## src/qes_pkg.sv

```systemverilog
// package: register map, field layout and codes of the encoder block
package qes_pkg;
    // ---------------------------------------------------------------
    // register byte offsets
    // ---------------------------------------------------------------
    localparam logic [7:0] OFS_STATUS  = 8'h00; // event flags + enables
    localparam logic [7:0] OFS_POS_CNT = 8'h04; // live position counter
    localparam logic [7:0] OFS_POS_HLD = 8'h08; // position holding
    localparam logic [7:0] OFS_VEL_CNT = 8'h0C; // velocity counter
    localparam logic [7:0] OFS_GE_CMP  = 8'h10; // greater-equal value
    localparam logic [7:0] OFS_LE_CMP  = 8'h14; // less-equal value
    localparam logic [7:0] OFS_CTRL    = 8'h18; // init mode field

    // ---------------------------------------------------------------
    // status register layout: flag at odd bit, enable just below
    // ---------------------------------------------------------------
    localparam int NUM_EVT      = 7;
    localparam int EVT_INDEX    = 0; // flag bit 1, enable bit 0
    localparam int EVT_HOME     = 1; // flag bit 3, enable bit 2
    localparam int EVT_VEL_OVF  = 2; // flag bit 5, enable bit 4
    localparam int EVT_HOMING   = 3; // flag bit 7, enable bit 6
    localparam int EVT_POS_OVF  = 4; // flag bit 9, enable bit 8
    localparam int EVT_LOW_CMP  = 5; // flag bit 11, enable bit 10
    localparam int EVT_HIGH_CMP = 6; // flag bit 13, enable bit 12
    localparam int STATUS_W     = 14;
    localparam int MODE_W       = 3;

    // ---------------------------------------------------------------
    // reset values and limits
    // ---------------------------------------------------------------
    localparam logic [15:0] CNT_RESET  = 16'h0000;
    localparam logic [15:0] CNT_MAX    = 16'hFFFF;
    localparam logic [15:0] VEL_MAX    = 16'h7FFF;
    localparam logic [15:0] VEL_MIN    = 16'h8000;
    localparam logic [15:0] CNT_STEP   = 16'h0001;
    localparam logic [6:0]  EVT_NONE   = 7'h00;

    // position initialisation modes
    typedef enum logic [MODE_W-1:0] {
        PIM_FREE     = 3'b000,
        PIM_RSV1     = 3'b001,
        PIM_RSV2     = 3'b010,
        PIM_HOME_IDX = 3'b011, // home arms, next index reloads
        PIM_HOME     = 3'b100, // home edge reloads directly
        PIM_RSV5     = 3'b101,
        PIM_RSV6     = 3'b110,
        PIM_RSV7     = 3'b111
    } qes_mode_t;
endpackage

```

## src/qes_top.sv

```systemverilog
// encoder event status, position hold and velocity counter block
// Function
// - high-compare flag sets when count >= value
// - low-compare flag sets when count <= value
// - position overflow flag sets on counter wrap
// - homing flag sets when counter reinitialised
// - homing flag only in modes 011, 100
// - velocity overflow flag sets on counter wrap
// - home event flag sets on home edge
// - flags hardware-set, reset zero, write-one clear
// - each flag has read-write enable bit
// - homing enable sits at bit six
// - velocity overflow enable sits at bit four
// - 16-bit holding register reads/writes position
// - 16-bit velocity counter, software read-write
//
// Local design decisions: the placing of the registers and register access over AHB-Lite.
module qes_top
(
    input  wire logic        hclk,
    input  wire logic        hresetn,
    input  wire logic        hsel,
    input  wire logic [31:0] haddr,
    input  wire logic [1:0]  htrans,
    input  wire logic        hwrite,
    input  wire logic [2:0]  hsize,
    input  wire logic [31:0] hwdata,
    input  wire logic        hready,
    output logic      [31:0] hrdata,
    output logic             hreadyout,
    output logic             hresp,
    input  wire logic        enc_a,
    input  wire logic        enc_b,
    input  wire logic        enc_index,
    input  wire logic        enc_home,
    output logic             irq
);
    import qes_pkg::*;

    // ---------------------------------------------------------------
    // state of the whole block
    // ---------------------------------------------------------------
    // everything the block remembers sits in one struct so that a
    // single register process and a single reset cover all of it;
    // adding a field cannot leave a flop without its reset value
    typedef struct packed {
        logic [3:0]        sync1;    // first stage, pins a,b,idx,home
        logic [3:0]        sync2;    // second stage
        logic [3:0]        prev;     // last sampled stage-two value
        logic              dph_wr;   // pending write data phase
        logic [7:0]        dph_addr; // its word address
        logic [31:0]       rdata;    // registered read data
        logic [6:0]        flag;     // sticky event flags
        logic [6:0]        en;       // per-event interrupt enables
        logic [15:0]       pos;      // position counter
        logic [15:0]       hold;     // position holding register
        logic [15:0]       vel;      // velocity counter
        logic [15:0]       ge_val;   // greater-equal compare value
        logic [15:0]       le_val;   // less-equal compare value
        logic [MODE_W-1:0] mode;     // position init mode
        logic              armed;    // home seen, waiting for index
        logic              irq;      // registered interrupt
    } qes_state_t;

    qes_state_t s_q;  // registered state
    qes_state_t s_d;  // next state

    logic [15:0] stat_view; // status register as software sees it

    // ---------------------------------------------------------------
    // status view: flags at odd bits, enables at even bits
    // ---------------------------------------------------------------
    always_comb
    begin
        stat_view = '0;
        for (int i = 0; i < NUM_EVT; i++)
        begin
            stat_view[2*i+1] = s_q.flag[i];
            stat_view[2*i]   = s_q.en[i];
        end
    end

    // ---------------------------------------------------------------
    // next-state logic
    // ---------------------------------------------------------------
    always_comb
    begin
        logic        a_now;
        logic        b_now;
        logic        step;
        logic        up;
        logic        idx_rise;
        logic        home_rise;
        logic        reinit;
        logic        addr_ok;
        logic        wr_now;
        logic [6:0]  set;
        logic [6:0]  clr;
        logic [15:0] rd;

        // default: hold every field; the branches below only touch
        // what the current cycle actually changes
        s_d       = s_q;
        set       = EVT_NONE;
        clr       = EVT_NONE;
        rd        = '0;
        reinit    = 1'b0;

        // the pins come from an unrelated clock; nothing past the
        // second stage may look at the first, or a metastable value
        // could reach the counters
        // two-flop synchronisers on the encoder pins
        s_d.sync1 = {enc_home, enc_index, enc_b, enc_a};
        s_d.sync2 = s_q.sync1;
        s_d.prev  = s_q.sync2;

        // x4 quadrature decode; both inputs moving at once is a
        // glitch or a lost edge, and is ignored rather than guessed
        a_now     = s_q.sync2[0];
        b_now     = s_q.sync2[1];
        step      = (a_now ^ s_q.prev[0]) ^ (b_now ^ s_q.prev[1]);
        up        = s_q.prev[0] ^ b_now;
        idx_rise  = s_q.sync2[2] & ~s_q.prev[2];
        home_rise = s_q.sync2[3] & ~s_q.prev[3];

        // overflow is judged on the old count, so the flag and the
        // wrapped value land on the same edge
        // position counter with wrap detection
        if (step)
        begin
            if (up)
            begin
                s_d.pos = s_q.pos + CNT_STEP;
                if (s_q.pos == CNT_MAX)
                    set[EVT_POS_OVF] = 1'b1;
            end
            else
            begin
                s_d.pos = s_q.pos - CNT_STEP;
                if (s_q.pos == CNT_RESET)
                    set[EVT_POS_OVF] = 1'b1;
            end
        end

        // the velocity counter follows the same steps as the position
        // counter; software is expected to read and zero it per period
        // velocity counter, signed, wraps at the signed limits
        if (step)
        begin
            if (up)
            begin
                s_d.vel = s_q.vel + CNT_STEP;
                if (s_q.vel == VEL_MAX)
                    set[EVT_VEL_OVF] = 1'b1;
            end
            else
            begin
                s_d.vel = s_q.vel - CNT_STEP;
                if (s_q.vel == VEL_MIN)
                    set[EVT_VEL_OVF] = 1'b1;
            end
        end

        // only rising edges count: a pin held high after a pulse
        // must not set the flag again once software has cleared it
        // index and home events
        if (idx_rise)
            set[EVT_INDEX] = 1'b1;
        if (home_rise)
            set[EVT_HOME] = 1'b1;

        // homing: only the two homing modes ever reload the counter
        unique case (qes_mode_t'(s_q.mode))
            PIM_HOME_IDX:
            begin
                if (home_rise)
                    s_d.armed = 1'b1;
                if (s_q.armed && idx_rise)
                begin
                    reinit    = 1'b1;
                    s_d.armed = 1'b0;
                end
            end
            PIM_HOME:
            begin
                s_d.armed = 1'b0;
                reinit    = home_rise;
            end
            default:
            begin
                // other modes leave the counter free running
                s_d.armed = 1'b0;
            end
        endcase
        if (reinit)
        begin
            s_d.pos         = CNT_RESET;
            set[EVT_HOMING] = 1'b1;
        end

        // the compare flags are set again every cycle the relation
        // holds, so a clear only sticks once the count has moved away
        // compares use the count as it stands this cycle
        if (s_q.pos >= s_q.ge_val)
            set[EVT_HIGH_CMP] = 1'b1;
        if (s_q.pos <= s_q.le_val)
            set[EVT_LOW_CMP] = 1'b1;

        // -----------------------------------------------------------
        // bus: address phase, zero wait state
        // -----------------------------------------------------------
        addr_ok    = hsel & hready & htrans[1];
        wr_now     = addr_ok & hwrite;
        s_d.dph_wr = wr_now;
        if (addr_ok)
            s_d.dph_addr = {haddr[7:2], 2'b00};

        // read data captured at the address phase
        if (addr_ok && !hwrite)
        begin
            unique case ({haddr[7:2], 2'b00})
                OFS_STATUS:  rd = stat_view;
                OFS_POS_CNT:
                begin
                    // a read snapshots the count into the holder
                    rd       = s_q.pos;
                    s_d.hold = s_q.pos;
                end
                OFS_POS_HLD: rd = s_q.hold;
                OFS_VEL_CNT: rd = s_q.vel;
                OFS_GE_CMP:  rd = s_q.ge_val;
                OFS_LE_CMP:  rd = s_q.le_val;
                OFS_CTRL:    rd = {13'h0000, s_q.mode};
                default:     rd = '0; // unmapped reads zero
            endcase
            s_d.rdata = {16'h0000, rd};
        end

        // the write lands at the end of the data phase, after the
        // counters above, so a software load wins over a step
        // write data phase; software writes beat counting
        if (s_q.dph_wr)
        begin
            unique case (s_q.dph_addr)
                OFS_STATUS:
                begin
                    for (int i = 0; i < NUM_EVT; i++)
                    begin
                        clr[i]   = hwdata[2*i+1];
                        s_d.en[i] = hwdata[2*i];
                    end
                end
                OFS_POS_CNT:
                    s_d.pos = s_q.hold; // loads from holder
                OFS_POS_HLD:
                    s_d.hold = hwdata[15:0];
                OFS_VEL_CNT:
                    s_d.vel = hwdata[15:0];
                OFS_GE_CMP:
                    s_d.ge_val = hwdata[15:0];
                OFS_LE_CMP:
                    s_d.le_val = hwdata[15:0];
                OFS_CTRL:
                    s_d.mode = hwdata[MODE_W-1:0];
                default:
                begin
                    // unmapped writes are dropped
                end
            endcase
        end

        // sticky flags: a set in the clear cycle wins
        s_d.flag = (s_q.flag & ~clr) | set;

        // built from the next flags and enables so that the line
        // moves on the same edge as the status bits it reflects
        // one level interrupt from enabled flags
        s_d.irq = |(s_d.flag & s_d.en);
    end

    // ---------------------------------------------------------------
    // state register
    // ---------------------------------------------------------------
    always_ff @(posedge hclk or negedge hresetn)
    begin
        if (!hresetn)
        begin
            s_q <= '0;
        end
        else
        begin
            s_q <= s_d;
        end
    end

    // ---------------------------------------------------------------
    // outputs
    // ---------------------------------------------------------------
    // every output comes straight from a flop or a constant, so no
    // bus input can ripple through to the data or interrupt lines
    assign hrdata    = s_q.rdata;
    assign hreadyout = 1'b1; // never stretches a transfer
    assign hresp     = 1'b0; // always OKAY
    assign irq       = s_q.irq;
endmodule

```

## config.mk

```make
export PLATFORM = sky130hd
export DESIGN_NAME = qes_top
export DESIGN_NICKNAME = d
export VERILOG_FILES = /design/src/qes_pkg.sv /design/src/qes_top.sv
export SDC_FILE = /design/constraint.sdc
export NUM_CORES = 1
export LEC_CHECK = 0
export ABC_AREA = 1
export BUFFER_PORTS_ARGS = -buffer_cell sky130_fd_sc_hd__buf_4
export CORE_AREA = 2 2 120 122
export CTS_BUF_LIST = sky130_fd_sc_hd__clkbuf_4 sky130_fd_sc_hd__clkbuf_8
export DETAILED_ROUTE_END_ITERATION = 10
export DIE_AREA = 0 0 122 124
export PLACE_DENSITY = 0.95
export SLEW_MARGIN = 20
export SYNTH_ARGS = -nofsm -noshare
export SYNTH_HDL_FRONTEND = slang
export SYNTH_SLANG_ARGS = --single-unit
```

## constraint.sdc

```tcl
create_clock -name hclk -period 5.5 [get_ports hclk]
set_input_delay 1.65 -clock hclk [delete_from_list [all_inputs] [get_ports hclk]]
set_output_delay 1.65 -clock hclk [all_outputs]
set_load 0.02 [all_outputs]
```

==> results.json <==
{
  "ys_top_cells_by_area": "sky130_fd_sc_hd__dfrtp_1 38%, sky130_fd_sc_hd__nand2_1 13%, sky130_fd_sc_hd__inv_1 7.1%",
  "post-route-drc-count": 0,
  "post_cts_buffers": 0,
  "global_route_wire_length_before_repair_mm": 41.83,
  "vias_per_cell": 6.217,
  "yosysMostFrequentCell": "sky130_fd_sc_hd__nand2_1",
  "path_class_of_the_lowest_slack_min_delay_path": "register to register",
  "grt_pass1_vias": 8279,
  "worst-path-max-fanout": 13,
  "fillCellCount": 1131,
  "cp.required_ps": 5920,
  "clock_insertion_delay_worst_skew_ps": 470,
  "number_of_top_level_pins": 113,
  "number_of_port_buffers": 48,
  "run_status": "complete, no violations",
  "netlist_area_um2": 8853,
  "cts_made_buffers": 17,
  "ctsHtreeMaxLevel": 4,
  "drtAntennaViolNets": 0,
  "syn_area_per_cell_um2": 7.317,
  "finalWorstPathRequiredPeriod_ps": 3374,
  "start_util_pct": 64.53,
  "asyncSetResetFlopFracSynth_pct": 100.0,
  "post-route-util_pct": 69.34,
  "finalSetupViolCount": 0,
  "drive_above_1_share_pct": 9.903,
  "gp_congestion": 0.9833,
  "worstHoldStart": "s_d[144]",
  "cts.clk_slew.worst_paths_ps": 90,
  "timing.fmax_ghz": 0.2964,
  "routed-via-count": 8840,
  "timing.critical_path.buf_inv": 2,
  "cts_tree": "done",
  "number_of_cell_rows": 43,
  "min_delay_path_depth": 0,
  "cell_chain_critical_path": "buf_4 > nor2_1 > nand4_1 > inv_1 > a22oi_1 > a31oi_1 > a21o_1",
  "wirelength_mm": 26.30,
  "final.period_utilization_pct": 61.35,
  "cts_sinks": 134,
  "min_to": "s_d[140]",
  "syn2layout_area_growth_pct": 7.448,
  "reg2reg_setup_slack_ps": 2750,
  "hpwl_mm": 18.24,
  "cell_family_with_most_cp_delay": "simple AND/OR/NAND/NOR gates",
  "worst_pin_slew_ps": 997.9,
  "setup_tns_ps": 0,
  "worst_r2r_path_depth": 8,
  "die_w_um": 122,
  "yosysWarningCount": 0,
  "grt_setup_unrepaired": "false",
  "cts_repair_resize_count": 0,
  "grt_util_all_layers_pct": 36.41,
  "ctsLongestPathBuffers": 2,
  "design.core.area_um2": 13720,
  "synth_cells": 1210,
  "crit_path_end_kind": "register",
  "yosys_most_used_dff": "sky130_fd_sc_hd__dfrtp_1",
  "synth_sequential_area_ratio_pct": 37.87,
  "fin_total_pwr_mw": 3.931,
  "fin_worst_skew_ps": 11.40,
  "grt_remaining_overflow": 0,
  "synth_edf_count": 0,
  "post_synthesis_cell_type_with_the_largest_combined_area": "sky130_fd_sc_hd__dfrtp_1",
  "fp.dieArea_um2": 15130,
  "max_slew_margin_pct": 33.47,
  "largest_vdd_supply_drop_v": 0.0003313,
  "avgRoutedWirePerCell_um": 18.50,
  "criticalPathCategory": "input pin to register",
  "critical_path.startpoint_type": "input pin",
  "clock-root-buffer": "sky130_fd_sc_hd__clkbuf_8",
  "fin_hold_ws_ps": 356.2,
  "synth_commonest_cells": "307 x sky130_fd_sc_hd__nand2_1, 167 x sky130_fd_sc_hd__inv_1, 134 x sky130_fd_sc_hd__dfrtp_1",
  "detail_route.iter0.violations": 1342,
  "pwrdens_nw_per_um2": 413.3,
  "cp_slowest_cell": "sky130_fd_sc_hd__nand4_1",
  "drv_cap": 0,
  "timing.final.max_slew_violations": 0,
  "die_h_um": 124,
  "antenna-diode-count": 0,
  "synth_largest_type_area_fraction_pct": 37.87,
  "critPathArrivalTime_ps": 3790,
  "final_hold_viol_count": 0,
  "drt_first_pass_iters": 6,
  "grt_start_max_net_pins": 108,
  "final_net_count": 1341,
  "power.static_leakage_nw": 5.160,
  "cpPeakStageDelay_ps": 720,
  "antenna_found_initial": 0,
  "hold_buffers": 0,
  "synth.ff_latch_count": 134,
  "synth.distinct_cells": 46,
  "timing.rr.end": "irq",
  "timing.rr.start": "s_q[138]"
}
-- area by class of cell --
cell class	instances	area (um^2)	share of cell area, %
multi-input cells	845	4473	47.02
flip-flops and latches	134	3353	35.25
inverters	175	656.9	6.905
repair buffers	56	424.2	4.459
clock buffers	18	241.5	2.538
well taps	180	225.2	2.367
clock inverters	14	138.9	1.460
-- cells by family after synthesis --
group           synth area share, %
flops                         37.87
simple gates                  23.74
buf+inv                       12.37
mux                          0.3815
compound gates                18.15
fa+ha+maj                     4.805
other cells                 0.08483
xor+xnor                      2.600
-- cells in the final DEF (no fill, tap or decap), types with 5 or more instances in the layout --
master	instances
sky130_fd_sc_hd__o2111ai_1	5
sky130_fd_sc_hd__xor2_1	16
sky130_fd_sc_hd__nor2_1	74
sky130_fd_sc_hd__nand2_2	15
sky130_fd_sc_hd__nand4_1	15
sky130_fd_sc_hd__o211ai_1	20
sky130_fd_sc_hd__ha_1	34
sky130_fd_sc_hd__conb_1	18
sky130_fd_sc_hd__buf_4	55
sky130_fd_sc_hd__dfrtp_1	134
sky130_fd_sc_hd__a22oi_1	5
sky130_fd_sc_hd__inv_1	167
sky130_fd_sc_hd__clkinv_1	7
sky130_fd_sc_hd__clkbuf_8	17
sky130_fd_sc_hd__nand3_1	74
sky130_fd_sc_hd__nand2_1	306
sky130_fd_sc_hd__o22ai_1	18
sky130_fd_sc_hd__inv_6	6
sky130_fd_sc_hd__a31oi_1	6
sky130_fd_sc_hd__a21oi_1	51
sky130_fd_sc_hd__a41oi_1	15
sky130_fd_sc_hd__o221ai_1	8
sky130_fd_sc_hd__o21ai_0	113
-- metal layers --
metal,vias up,global-route usage [%],part of all wire (%)
li1,3987,-,-
met1,4053,46.27,37
met2,655,57.61,45
met3,145,8.562,12
met4,0,20.19,6.3
met5,-,0,0
-- worst reg2reg max path: cells and delay by family (launching register included) --
family / cells / cell delay [ps]
AOI/OAI and AO/OA: 2 / 580
DFF: 1 / 390
and+or+nand+nor: 6 / 1630
-- sequential cells by signal, indices dropped and copies added, names as in the netlist --
register	flops
hrdata	16
irq	1
s_d	8
s_q	109
-- power breakdown --
group          switching (mW)  total (mW)  internal, mW  leakage (nW)
clock                   0.441       0.813         0.373         0.187
sequential              0.272        1.47          1.20          1.48
combinational            1.11        1.65         0.540          3.49
-- stage by stage --
step	area, um^2	std cells	worst slack [ps]
3_5_place_dp	9125	1390	1588
3_3_place_gp	9125	1390	1673
4_1_cts	9505	1422	2044
6_report	9513	1422	2126
5_1_grt	9513	1422	2094
2_1_floorplan	8914	1226	2517
-- worst max path at each step --
stage | startpoint | to | cells past startpoint
2_1_floorplan | haddr[7] | hrdata[3] | 8
5_1_grt | haddr[7] | hrdata[1] | 7
4_1_cts | haddr[7] | s_q[55] | 8
3_5_place_dp | haddr[7] | s_q[55] | 8
3_3_place_gp | haddr[7] | s_q[59] | 8
6_report | haddr[7] | hrdata[1] | 7
Power figures use the tool's default switching activity.
